<file path="src/gpp_pkg.sv">
package gpp_pkg;

    // ****************************************
    // bus geometry
    // ****************************************
    localparam int unsigned GPP_ADDR_W = 2;
    localparam int unsigned GPP_DATA_W = 8;
    localparam int unsigned GPP_PIN_N  = 6;

    // ****************************************
    // register offsets
    // ****************************************
    localparam logic [GPP_ADDR_W-1:0] GPP_OFS_PIN_VALUE = 2'h0;
    localparam logic [GPP_ADDR_W-1:0] GPP_OFS_DIRECTION = 2'h1;
    localparam logic [GPP_ADDR_W-1:0] GPP_OFS_OUT_LATCH = 2'h2;
    localparam logic [GPP_ADDR_W-1:0] GPP_OFS_ANA_SEL   = 2'h3;

    // ****************************************
    // field positions and reset values
    // ****************************************
    localparam int unsigned                 GPP_INPUT_ONLY_IDX = 3;
    localparam logic [GPP_PIN_N-1:0]        GPP_INPUT_ONLY_MSK = 6'h08;
    localparam logic [GPP_PIN_N-1:0]        GPP_DIR_RST        = 6'h3F;
    localparam logic [GPP_PIN_N-1:0]        GPP_LATCH_RST      = 6'h00;
    localparam logic [GPP_PIN_N-1:0]        GPP_ANA_RST        = 6'h3F;
    localparam logic [GPP_DATA_W-1:0]       GPP_RD_IDLE        = 8'h00;

    // ****************************************
    // synchroniser depth in cycles
    // ****************************************
    localparam int unsigned GPP_SYNC_STAGES = 2;

endpackage : gpp_pkg

</file>
<file path="src/gpp_sync.sv">
`timescale 1ns/1ps

// ****************************************
// two-stage level synchroniser
// ****************************************
module gpp_sync #(
    parameter int unsigned W = 6
) (
    input  wire logic         clk_sys,
    input  wire logic         rst,
    input  wire logic [W-1:0] d,
    output logic      [W-1:0] q
);
    import gpp_pkg::*;

    logic [W-1:0] meta_r;
    logic [W-1:0] sync_r;

    // first stage is read only by the second stage
    always_ff @(posedge clk_sys or posedge rst)
    begin
        if (rst)
        begin
            meta_r <= '0;
            sync_r <= '0;
        end
        else
        begin
            meta_r <= d;
            sync_r <= meta_r;
        end
    end

    assign q = sync_r;

endmodule : gpp_sync

</file>
<file path="src/gpp_port.sv">
`timescale 1ns/1ps

module gpp_port #(
    parameter int unsigned PIN_N = gpp_pkg::GPP_PIN_N
) (
    input  wire logic                          clk_sys,
    input  wire logic                          rst,
    input  wire logic [gpp_pkg::GPP_ADDR_W-1:0] addr,
    input  wire logic [gpp_pkg::GPP_DATA_W-1:0] wr_data,
    input  wire logic [PIN_N-1:0]               wr_bits,
    input  wire logic                          wr_en,
    input  wire logic                          rd_en,
    output logic      [gpp_pkg::GPP_DATA_W-1:0] rd_data,
    input  wire logic [PIN_N-1:0]               pin_in,
    output logic      [PIN_N-1:0]               pin_out,
    output logic      [PIN_N-1:0]               pin_oe,
    output logic      [PIN_N-1:0]               ana_en
);
    import gpp_pkg::*;

    // ****************************************
    // state
    // ****************************************
    logic [PIN_N-1:0]      dir_r;
    logic [PIN_N-1:0]      dir_nxt;
    logic [PIN_N-1:0]      lat_r;
    logic [PIN_N-1:0]      lat_nxt;
    logic [PIN_N-1:0]      ana_r;
    logic [PIN_N-1:0]      ana_nxt;
    logic [PIN_N-1:0]      oe_r;
    logic [PIN_N-1:0]      oe_nxt;
    logic [GPP_DATA_W-1:0] rdat_r;
    logic [GPP_DATA_W-1:0] rdat_nxt;

    // ****************************************
    // decode and input path
    // ****************************************
    logic [PIN_N-1:0]      pin_sync;
    logic [PIN_N-1:0]      pin_rd;
    logic [PIN_N-1:0]      wr_field;
    logic [PIN_N-1:0]      dir_view;
    logic [GPP_DATA_W-1:0] rd_mux;
    logic                  hit_pin;
    logic                  hit_dir;
    logic                  hit_lat;
    logic                  hit_ana;

    // zero-extend a pin vector into a bus word
    function automatic logic [GPP_DATA_W-1:0] gpp_widen(input logic [PIN_N-1:0] v);
        gpp_widen = {{(GPP_DATA_W-PIN_N){1'b0}}, v};
    endfunction : gpp_widen

    // port write merge: addressed bits come from the bus, the rest from the pins
    function automatic logic [PIN_N-1:0] gpp_merge(input logic [PIN_N-1:0] pins,
                                                   input logic [PIN_N-1:0] data,
                                                   input logic [PIN_N-1:0] bits);
        gpp_merge = (pins & ~bits) | (data & bits);
    endfunction : gpp_merge

    // pins are asynchronous to the core, so never read them raw
    gpp_sync #(
        .W (PIN_N)
    ) u_sync (
        .clk_sys (clk_sys),
        .rst     (rst),
        .d       (pin_in),
        .q       (pin_sync)
    );

    // address decode
    assign hit_pin  = (addr == GPP_OFS_PIN_VALUE);
    assign hit_dir  = (addr == GPP_OFS_DIRECTION);
    assign hit_lat  = (addr == GPP_OFS_OUT_LATCH);
    assign hit_ana  = (addr == GPP_OFS_ANA_SEL);
    assign wr_field = wr_data[PIN_N-1:0];

    // digital view of pins: analog-selected pins read as zero
    assign pin_rd   = pin_sync & ~ana_r;

    // input-only pin always reports input, whatever was written
    assign dir_view = dir_r | GPP_INPUT_ONLY_MSK;

    // read mux; four offsets cover the whole address space
    assign rd_mux = hit_pin ? gpp_widen(pin_rd) :
                    hit_dir ? gpp_widen(dir_view) :
                    hit_lat ? gpp_widen(lat_r) :
                              gpp_widen(ana_r);

    // ****************************************
    // next-state logic
    // ****************************************

    // direction writes; input-only bit is pinned high
    assign dir_nxt = (wr_en && hit_dir) ? (wr_field | GPP_INPUT_ONLY_MSK) : dir_r;

    // port write merges sampled pins with the addressed bits; an analog pin
    // not addressed reads zero and so loses its latch value, a known hazard
    assign lat_nxt = (wr_en && hit_pin) ? gpp_merge(pin_rd, wr_field, wr_bits) :
                     (wr_en && hit_lat) ? wr_field :
                                          lat_r;

    // analog select, plain read/write
    assign ana_nxt = (wr_en && hit_ana) ? wr_field : ana_r;

    // driver enable depends on direction only, never on analog select
    assign oe_nxt  = ~dir_nxt & ~GPP_INPUT_ONLY_MSK;

    // read data valid for exactly one cycle after the strobe
    assign rdat_nxt = rd_en ? rd_mux : GPP_RD_IDLE;

    // ****************************************
    // registers
    // ****************************************

    // all pins start as inputs in analog mode
    always_ff @(posedge clk_sys or posedge rst)
    begin
        if (rst)
        begin
            dir_r <= GPP_DIR_RST;
            ana_r <= GPP_ANA_RST;
            lat_r <= GPP_LATCH_RST;
            oe_r  <= '0;
        end
        else
        begin
            dir_r <= dir_nxt;
            ana_r <= ana_nxt;
            lat_r <= lat_nxt;
            oe_r  <= oe_nxt;
        end
    end

    // read data register
    always_ff @(posedge clk_sys or posedge rst)
    begin
        if (rst)
        begin
            rdat_r <= GPP_RD_IDLE;
        end
        else
        begin
            rdat_r <= rdat_nxt;
        end
    end

    // outputs straight from flops; latch drives the pad whenever enabled
    assign pin_out = lat_r;
    assign pin_oe  = oe_r;
    assign ana_en  = ana_r;
    assign rd_data = rdat_r;
endmodule : gpp_port

</file>
<file path="config.mk">
export PLATFORM = sky130hd
export DESIGN_NAME = gpp_port
export DESIGN_NICKNAME = d
export VERILOG_FILES = /design/src/gpp_pkg.sv /design/src/gpp_sync.sv /design/src/gpp_port.sv
export SDC_FILE = /design/constraint.sdc
export NUM_CORES = 1
export LEC_CHECK = 0
export BUFFER_PORTS_ARGS = -buffer_cell sky130_fd_sc_hd__buf_2
export CAP_MARGIN = 20
export CORE_MARGIN = 2
export CORE_UTILIZATION = 44
export CTS_CLUSTER_SIZE = 25
export DETAILED_ROUTE_END_ITERATION = 6
export GPL_TIMING_DRIVEN = 0
export PLACE_DENSITY_LB_ADDON = 0.2
export SETUP_SLACK_MARGIN = 0.2
export SLEW_MARGIN = 20
export SYNTH_ARGS = -nofsm -noshare
export SYNTH_HDL_FRONTEND = slang
export SYNTH_HIERARCHICAL = 1
export SYNTH_SLANG_ARGS = --single-unit
</file>
<file path="constraint.sdc">
create_clock -name clk_sys -period 1.3 [get_ports clk_sys]
set_input_delay 0.195 -clock clk_sys [delete_from_list [all_inputs] [get_ports clk_sys]]
set_output_delay 0.195 -clock clk_sys [all_outputs]
set_load 0.005 [all_outputs]
</file>
## Yosys cells after proc, flatten, opt, wreduce, memory -nomap -nowiden

Index checks and enable logic that the tools add are counted.

| storage, ports and cells | value |
|---|---|
| input port bits | 26 |
| flip-flop bits (word level) | 43 |
| logic and storage cells | 30 |

| cells by class | value |
|---|---|
| bitwise logic cells | 7 |
| equality and inequality tests | 3 |
| reductions and logical operators | 6 |
| muxes and demuxes | 7 |

Operator list:

| operator | number |
|---|---|
| $mux 6 | 7 |
| $and 6x6->6 | 3 |
| $not 6->6 | 3 |
| $or 6x6->6 | 1 |
| $eq 2x2->1 const B | 2 |
| $logic_and 1x1->1 | 4 |
| $eq 2x1->1 const B | 1 |
| $logic_not 2->1 | 1 |
| $reduce_bool 2->1 | 1 |

## Longest topological paths before layout

Gate-level depths: netlist (run 1).

| depth | value |
|---|---|
| word-level depth | 5 |
| depth in mapped cells | 4 |
| mapped depth without buffers | 3 |

## By module

Netlist (run 1), hierarchy kept.

Modules (own cells, without submodules):

| module | sequential area each (um2) | times used | area each (um2) | cells an instance |
|---|---|---|---|---|
| gpp_port | 714.4 | 1 | 1308.8 | 100 |
| gpp_sync | 300.3 | 1 | 304.0 | 13 |

## Worst setup path before layout (run 1)

No wires, ideal clock.

| path | value |
|---|---|
| path kind | flip-flop to flip-flop |
| start | register ana_r[0] (netlist: ana_en[0]) |
| end | register rdat_r[0] (netlist: rd_data[0]) |
| buffers on the path | 0 |
| clock period less this slack | 1295 ps |
| arrival | 1176 ps |
| setup slack | 5 ps |
| cell stages (with the launch flop) | 4 |
| required time | 1181 ps |
| path through | dfstp_2 nor2b_1 mux4_1 and2_1 |

| between the ends | value |
|---|---|
| word-level cells in the longest chain between the ends | 4 |

RTL lines:

| element | line | source |
|---|---|---|
| start, declared | gpp_port.sv:28 | `logic [PIN_N-1:0] ana_r;` |
| start signal, assigned | gpp_port.sv:128 | `ana_r <= ana_nxt;` |
| $mux 6 or $not 6->6 (tied branches) | gpp_port.sv:86, gpp_port.sv:78 |  |
| $mux 6 or $and 6x6->6 (tied branches) | gpp_port.sv:85, gpp_port.sv:78 |  |
| $mux 6 * | gpp_port.sv:84 | `assign rd_mux = hit_pin ? gpp_widen(pin_rd) :` |
| $mux 6 * | gpp_port.sv:109 | `assign rdat_nxt = rd_en ? rd_mux : GPP_RD_IDLE;` |
| net rdat_nxt[0] | gpp_port.sv:33 | `logic [GPP_DATA_W-1:0] rdat_nxt;` |
| end signal, assigned | gpp_port.sv:143 | `rdat_r <= rdat_nxt;` |
| end, declared | gpp_port.sv:32 | `logic [GPP_DATA_W-1:0] rdat_r;` |

Mark *: on every way through the listed nets, which the timed path passes. The rest lies on a longest branch.
A chain may end at the register's enable or synchronous reset.

## Final worst setup path (run 1)

| path | value |
|---|---|
| start | register ana_r[1] (netlist: ana_en[1]) |
| end | register rdat_r[1] (netlist: rd_data[1]) |

Same word-level chain as after synthesis.

==> summary.md, run 1 <==
| Metric | Value |
|---|---|
| CP Launch Point | ana_en[1] |
| DR vias/cell | 4.64 |
| Lkg Pwr | 1.04 nW |
| Final wirelength | 3.11 mm |
| P_sw | between 600 and 700 µW |
| Clk slew on worst S/H paths | 0.13 ns |
| Critical Path AT | 1.57 ns |
| R2R Path Start | ana_en[1] |
| Clock sink count | 40 |
| Pint | 2.00 mW |
| Antenna violations before repair | 0 |
| WS Path Type | flop to flop |
| Routed vias | 1063 |
| Hold_ws | about 0.04 ns |
| FP Rows | 21 |
| Post-route ant nets | 0 |
| TritonCTS clock tree | done |
| Die ar. | ~0.0042 mm² |
| Synth unique cells | 25 |
| Ports | 52 |
| Final Power | around 2.7 mW |
| Ys Warns | 6 |
| H-tree level count | 2 |
| Die H | 64.5 µm |
| Synth Area per Inst | 14.3 µm² |
| Worst Hold Endpoint | pin_oe[4] |
| #FFs+latches synth | 40 |
| Cts bufs inserted | 5 |
| Crit share post-route | 102% |
| First-pass GRT wire length | between 5 and 6 mm |
| Diode count | 0 |
| Post-Synthesis Cells | 113 |
| Layout Nets | 208 |
| Fin crit period | 1.33 ns |
| CP required | between 1.5 and 2 ns |
| Clk_lat worst skew | around 0.35 ns |
| Worst slew pin tran | 0.583 ns |
| Area of the core | about 0.0034 mm² |
| CTS root buf | clkbuf_4 |
| R2R Setup Slk | -0.03 ns |
| Vias in the first global route | 1078 |
| Aggregate global-route resource usage | 16.3% |
| Worst setup SP type | flop |
| Starting DRT DRC Count | 45 |
| Fmax | approximately 750 MHz |
| Worst Hold Class | input port to flop |
| Gate power share | between 20% and 30% |
| Die Width | 64.5 µm |
| Drc violations | 0 |
| RR Endpoint | rd_data[1] |
| Sequential area share after synthesis | 62.9% |
| Sequential share of power | 57.8% |
| Initial core utilization | 47.2% |
| DR WL/cell | 13.6 µm |
| R2R depth | 3 |
| Area grow syn2layout | 30.4% |
| Peak supply drop | 0.810 mV |
| RSZ-0062 raised after global routing | true |
| Setup TNS | -0.0749 ns |
| Status | finished with violations |
| Hold Vio Cnt, Final | 0 |
| Synth Cell Area | 0.00161 mm² |
| Slew Limit Fails | 0 |
| CP Max Fanout | 3 |
| Detail Placement HPWL | 2.16 mm |
| Sw frac | between 20% and 30% |
| Min-delay src | wr_data[4] |
| Hold Path Depth | 2 |
| Most common cell after layout, fill and taps aside | buf_2 |
| Port Buffer Count | 46 |
| Gr ovfl total | 0 |
| Pre-antenna DRT Iters | 4 |
| Power Density | 1280 mW/mm² |
| CTS Buffer Depth | 2 |
| Largest net degree at the start of global routing | 29 |
| Clock network power share | 21.7% |
| Proportion of layout cells with a drive suffix above 1 | 55.7% |
| Global placement routability congestion | a little over 0.8 |
| Final Skew | approximately 0.021 ns |
| Max Cap Violations | 0 |
| Final Setup Violations | 4 |
| CP endpoint kind | flop |
| Most frequent cells in the layout | buf_2 (47), dfrtp_1 (29), mux2_2 (11), dfstp_2 (11), mux2i_1 (10) |
| Final Util | 61.6% |
| Relative slew slack | between 60% and 70% |
| Worst Slack Setup Final | -0.0287 ns |
| Failing checks | negative setup slack |
[through the flow]
| stage | worst slack (ns) | area [µm²] | cells |
|---|---|---|---|
| after floorplan | 0.0259 | 1610 | 115 |
| final | -0.0287 | 2100 | 229 |
| after detailed placement | -0.0437 | 1900 | 207 |
| after CTS | -0.0247 | 2060 | 226 |
| after global routing | -0.0555 | 2100 | 229 |
| after global placement | -0.0437 | 1900 | 207 |
[sequential cells by signal, indices dropped and copies added, names as in the netlist]
| signal | flops |
|---|---|
| u_sync/meta_r | 6 |
| pin_oe | 5 |
| rd_data | 6 |
| dir_r | 5 |
| ana_en | 6 |
| pin_out | 6 |
| u_sync/q | 6 |
[kinds of logic (layout without fill, tap and decap cells)]
kind of cell           count (synthesis)  after routing  synth area share [%]
flip-flops                            40             40                  62.9
multiplexers                          26             26                  21.6
AND/OR/NAND/NOR                       25             25                  8.30
AO/OA/AOI/OAI                         11             11                  3.80
buffers and inverters                 10             78                  3.18
other                                  1              3                 0.233
[critical path, cell delays in order, from the launching register on]
cell and delay, ns:
dfstp_2 0.56, nor2b_2 0.05, mux4_2 0.48, and2_4 0.15
[worst max path at each step]
stage	to	slack, ns	cells past startpoint
final	rd_data[1]	-0.03	3
after global routing	rd_data[4]	-0.06	3
after CTS	rd_data[4]	-0.02	3
after detailed placement	rd_data[4]	-0.04	3
after global placement	ana_en[4]	-0.04	4
after floorplan	rd_data[0]	0.03	3
[synthesized netlist by cell type, drive strengths merged]
master,n,area [µm²]
inv,4,15.0
nand2,5,18.8
nor3b,1,7.51
nor2b,5,31.3
dfstp,11,289
a21oi,1,5.00
or4b,1,10.0
dfrtp,29,726
conb,1,3.75
nand3,2,10.0
nand2b,1,6.26
nor2,5,18.8
buf,5,32.5
a21boi,1,7.51
mux2,11,124
mux4,5,124
clkbuf,1,3.75
o21ai,7,35.0
mux2i,10,100
a31oi,1,6.26
and2,5,31.3
a21o,1,7.51
[power by group through the flow]
stage                     registers (mW)  clock network [mW]  logic (mW)
after floorplan                     1.57                   0       0.248
after global placement              1.56                   0       0.453
after detailed placement            1.57                   0       0.464
after CTS                           1.55               0.615       0.524
after global routing                1.58               0.675       0.604
final                               1.55               0.584       0.550
[final cells by class]
cell class	instances	area (µm²)
repair buffers	60	362
flip-flops and latches	40	1010
inverters	4	15.0
fillers	283	1310
clock inverters	1	5.00
plain buffers	6	36.3
well taps	46	57.6
multi-input cells	65	568
clock buffers	7	45.0
[layer usage]
layer | wire length, µm | up-vias | track usage (%)
met5 | 0 | - | 0
met4 | 33 | 0 | 6.38
met2 | 1520 | 36 | 26.2
li1 | - | 517 | -
met3 | 209 | 4 | 5.38
met1 | 1350 | 506 | 20.6
[repair_timing]
action / 4_1_cts / 5_1_grt
setup buffers: 4 / 2
pin swaps: 1 / 0
hold buffers: 7 / 1
gates resized for setup: 6 / 6
hold endpoints to repair: 18 / 17
cloned: 0 / 0
setup endpoints to repair: 16 / 18
(Power assumes the default switching activity.)
==> inputs of run 2 (changes only) <==
--- a/config.mk
+++ b/config.mk
@@ -8,7 +8,8 @@
 export BUFFER_PORTS_ARGS = -buffer_cell sky130_fd_sc_hd__buf_2
 export CAP_MARGIN = 20
 export CORE_MARGIN = 2
-export CORE_UTILIZATION = 44
+export CORE_UTILIZATION = 47
+export CTS_BUF_LIST = sky130_fd_sc_hd__clkbuf_4
 export CTS_CLUSTER_SIZE = 25
 export DETAILED_ROUTE_END_ITERATION = 6
 export GPL_TIMING_DRIVEN = 0
==> constraint.sdc (replaced) <==
create_clock -name clk_sys -period 1.3 [get_ports clk_sys]
set_input_delay 0.065 -clock clk_sys [delete_from_list [all_inputs] [get_ports clk_sys]]
set_output_delay 0.065 -clock clk_sys [all_outputs]
set_load 0.005 [all_outputs]
==> run 2 against run 1 <==
Against the previous run: the run still ends with negative setup slack left; via count increased by 5.7%; setup slack got worse by 0.019 ns; global-route usage increased by 3.1 points; critical endpoint is now rd_data[4]; highest routed layer unchanged.
==> summary.md, run 2 (synthesized netlist as in run 1, its figures left out) <==
| Metric | Value |
|---|---|
| Proportion of layout cells with a drive suffix above 1 | roughly 53% |
| CP Cell Sequence | nor2b_2, mux4_2, and2_1 |
| Vias in the first global route | 1203 |
| Peak supply drop | 0.999 mV |
| Area of the core | about 0.0033 mm² |
| Die Width | 62.6 µm |
| DR vias/cell | around 4.8 |
| Ports | between 50 and 60 |
| Sw frac | roughly a quarter |
| RR Endpoint | rd_data[4] |
| Antenna violations before repair | 0 |
| First-pass GRT wire length | 5.70 mm |
| CP Max Fanout | 4 |
| Cts bufs inserted | 5 |
| Crit-path leading delay family | flip-flops |
| Worst setup SP type | flop |
| Max incr delay on CP | 0.58 ns |
| Initial core utilization | between 40% and 50% |
| Met1 global-route usage | 22.7% |
| Aggregate global-route resource usage | 19.5% |
| Fin crit period | ~1.3 ns |
| Global placement routability congestion | 0.815 |
| Lkg Pwr | 1.09 nW |
| Crit share post-route | 104% |
| Power Density | 1330 mW/mm² |
| Gate power share | a little over a fifth |
| CTS root buf | clkbuf_4 |
| Fmax | 742 MHz |
| Pint | 2.24 mW |
| WS Path Type | flop to flop |
| Setup TNS | -0.125 ns |
| Clk_lat worst skew | 0.35 ns |
| Worst Slack Setup Final | -0.0476 ns |
| Post-route ant nets | 0 |
| Final Skew | roughly 0.0084 ns |
| DR WL/cell | about 15 µm |
| Port Buffer Count | 46 |
| Diode count | 0 |
| TritonCTS clock tree | done |
| Routed vias | between 1000 and 1500 |
| CTS Buffer Depth | 2 |
| CP endpoint kind | flop |
| Final Setup Violations | 5 |
| RSZ-0062 raised after global routing | true |
| Pre-antenna DRT Iters | 4 |
| FP Rows | 21 |
| CP Capture Point | rd_data[4] |
| Critical Path AT | about 1.6 ns |
| Largest net degree at the start of global routing | 29 |
| Clock sink count | 40 |
| Failing checks | negative setup slack |
| Detail Placement HPWL | 2.28 mm |
| Met2 usage in global routing | 33.3% |
| GR Util met3 | 6.85% |
| Starting DRT DRC Count | 58 |
| Die H | 62.6 µm |
| H-tree level count | 2 |
| Most common cell after layout, fill and taps aside | buf_2 |
| CP max stage cell | dfstp_2 |
| CP required | 1.56 ns |
| Worst Hold Class | input port to flop |
| Hold_ws | around 0.029 ns |
| R2R depth | 3 |
| Hold Vio Cnt, Final | 0 |
| Final wirelength | 3.46 mm |
| Clk slew on worst S/H paths | 0.12 ns |
| Crit path buf inv count | 0 |
| Area grow syn2layout | 39.5% |
| Most frequent cells in the layout | buf_2 (43), dfrtp_1 (29), dlygate4sd3_1 (14), mux2_2 (11), dfstp_2 (11) |
| Status | finished with violations |
| Die ar. | about 0.0039 mm² |
| R2R Setup Slk | -0.05 ns |
| Max Cap Violations | 0 |
| Sequential share of power | 52.0% |
| CP Launch Point | ana_en[4] |
| R2R Path Start | ana_en[4] |
| WP depth | 3 |
| Most Used Layer, Global Route | met2 |
| Drc violations | 0 |
| Layout Nets | 214 |
| Slew Limit Fails | 0 |
| Clock network power share | 27.0% |
| Gr ovfl total | 0 |
| P_sw | 746 µW |
run 2: cell types whose count changed in the layout (fill, tap and decap cells not counted), moves of 2 or more:
cell           delta
buf_6             +8
dlygate4sd3_1     +6
buf_4             -5
buf_2             -4
and2_1            +3
and2_4            -3
clkbuf_1          -2
run 2: area by class of cell:
type	count	area [µm²]
plain buffers	6	36.3
clock buffers	5	37.5
clock inverters	3	42.5
fillers	264	1060
inverters	4	15.0
multi-input cells	65	564
flip-flops and latches	40	1010
well taps	46	57.6
repair buffers	66	482
run 2: metrics by stage:
stage / worst slack, ns / power, mW / std cells / util [%] / area, µm²
6_report: -0.0476 / 2.99 / 235 / 68.0 / 2250
5_1_grt: -0.0737 / 3.16 / 235 / 68.0 / 2250
4_1_cts: -0.0566 / 2.98 / 234 / 66.5 / 2200
3_5_place_dp: -0.0535 / 2.04 / 207 / 57.3 / 1900
3_3_place_gp: -0.00871 / 2.02 / 207 / 57.3 / 1900
2_1_floorplan: 0.0259 / 1.81 / 115 / - / 1610
run 2: power groups by stage:
| stage | Combinational (mW) | Sequential [mW] | Clock, mW |
|---|---|---|---|
| floorplan | 0.248 | 1.57 | 0 |
| global placement | 0.451 | 1.56 | 0 |
| detailed placement | 0.465 | 1.58 | 0 |
| CTS | 0.603 | 1.55 | 0.831 |
| global route | 0.688 | 1.58 | 0.894 |
| finish | 0.628 | 1.56 | 0.807 |
run 2: layer usage:
metal	up-vias	share of wire, %
met5	-	0
met4	0	1.7
met3	7	5.3
met2	37	52
met1	545	41
li1	535	-
run 2: tightest hold or removal path, cell delays in order:
cell	delay, ns
buf_2	0.13
o21ai_0	0.07
a21boi_0	0.08
run 2: worst min path at each step:
stage	from	to	depth (start not counted)
after floorplan	rst	u_sync/meta_r[0]	1
after global placement	rst	u_sync/meta_r[0]	2
after detailed placement	rst	u_sync/meta_r[2]	2
after CTS	addr[0]	rd_data[3]	3
after global routing	addr[0]	rd_data[3]	3
final	addr[0]	rd_data[3]	3
run 2: timing repair:
item,4_1_cts,5_1_grt
hold endpoints to repair,57,0
buffers inserted,5,0
endpoints found under the setup margin,12,13
hold buffers,14,0
gates cloned,0,0
gates resized for setup,11,7
pin swaps,2,0
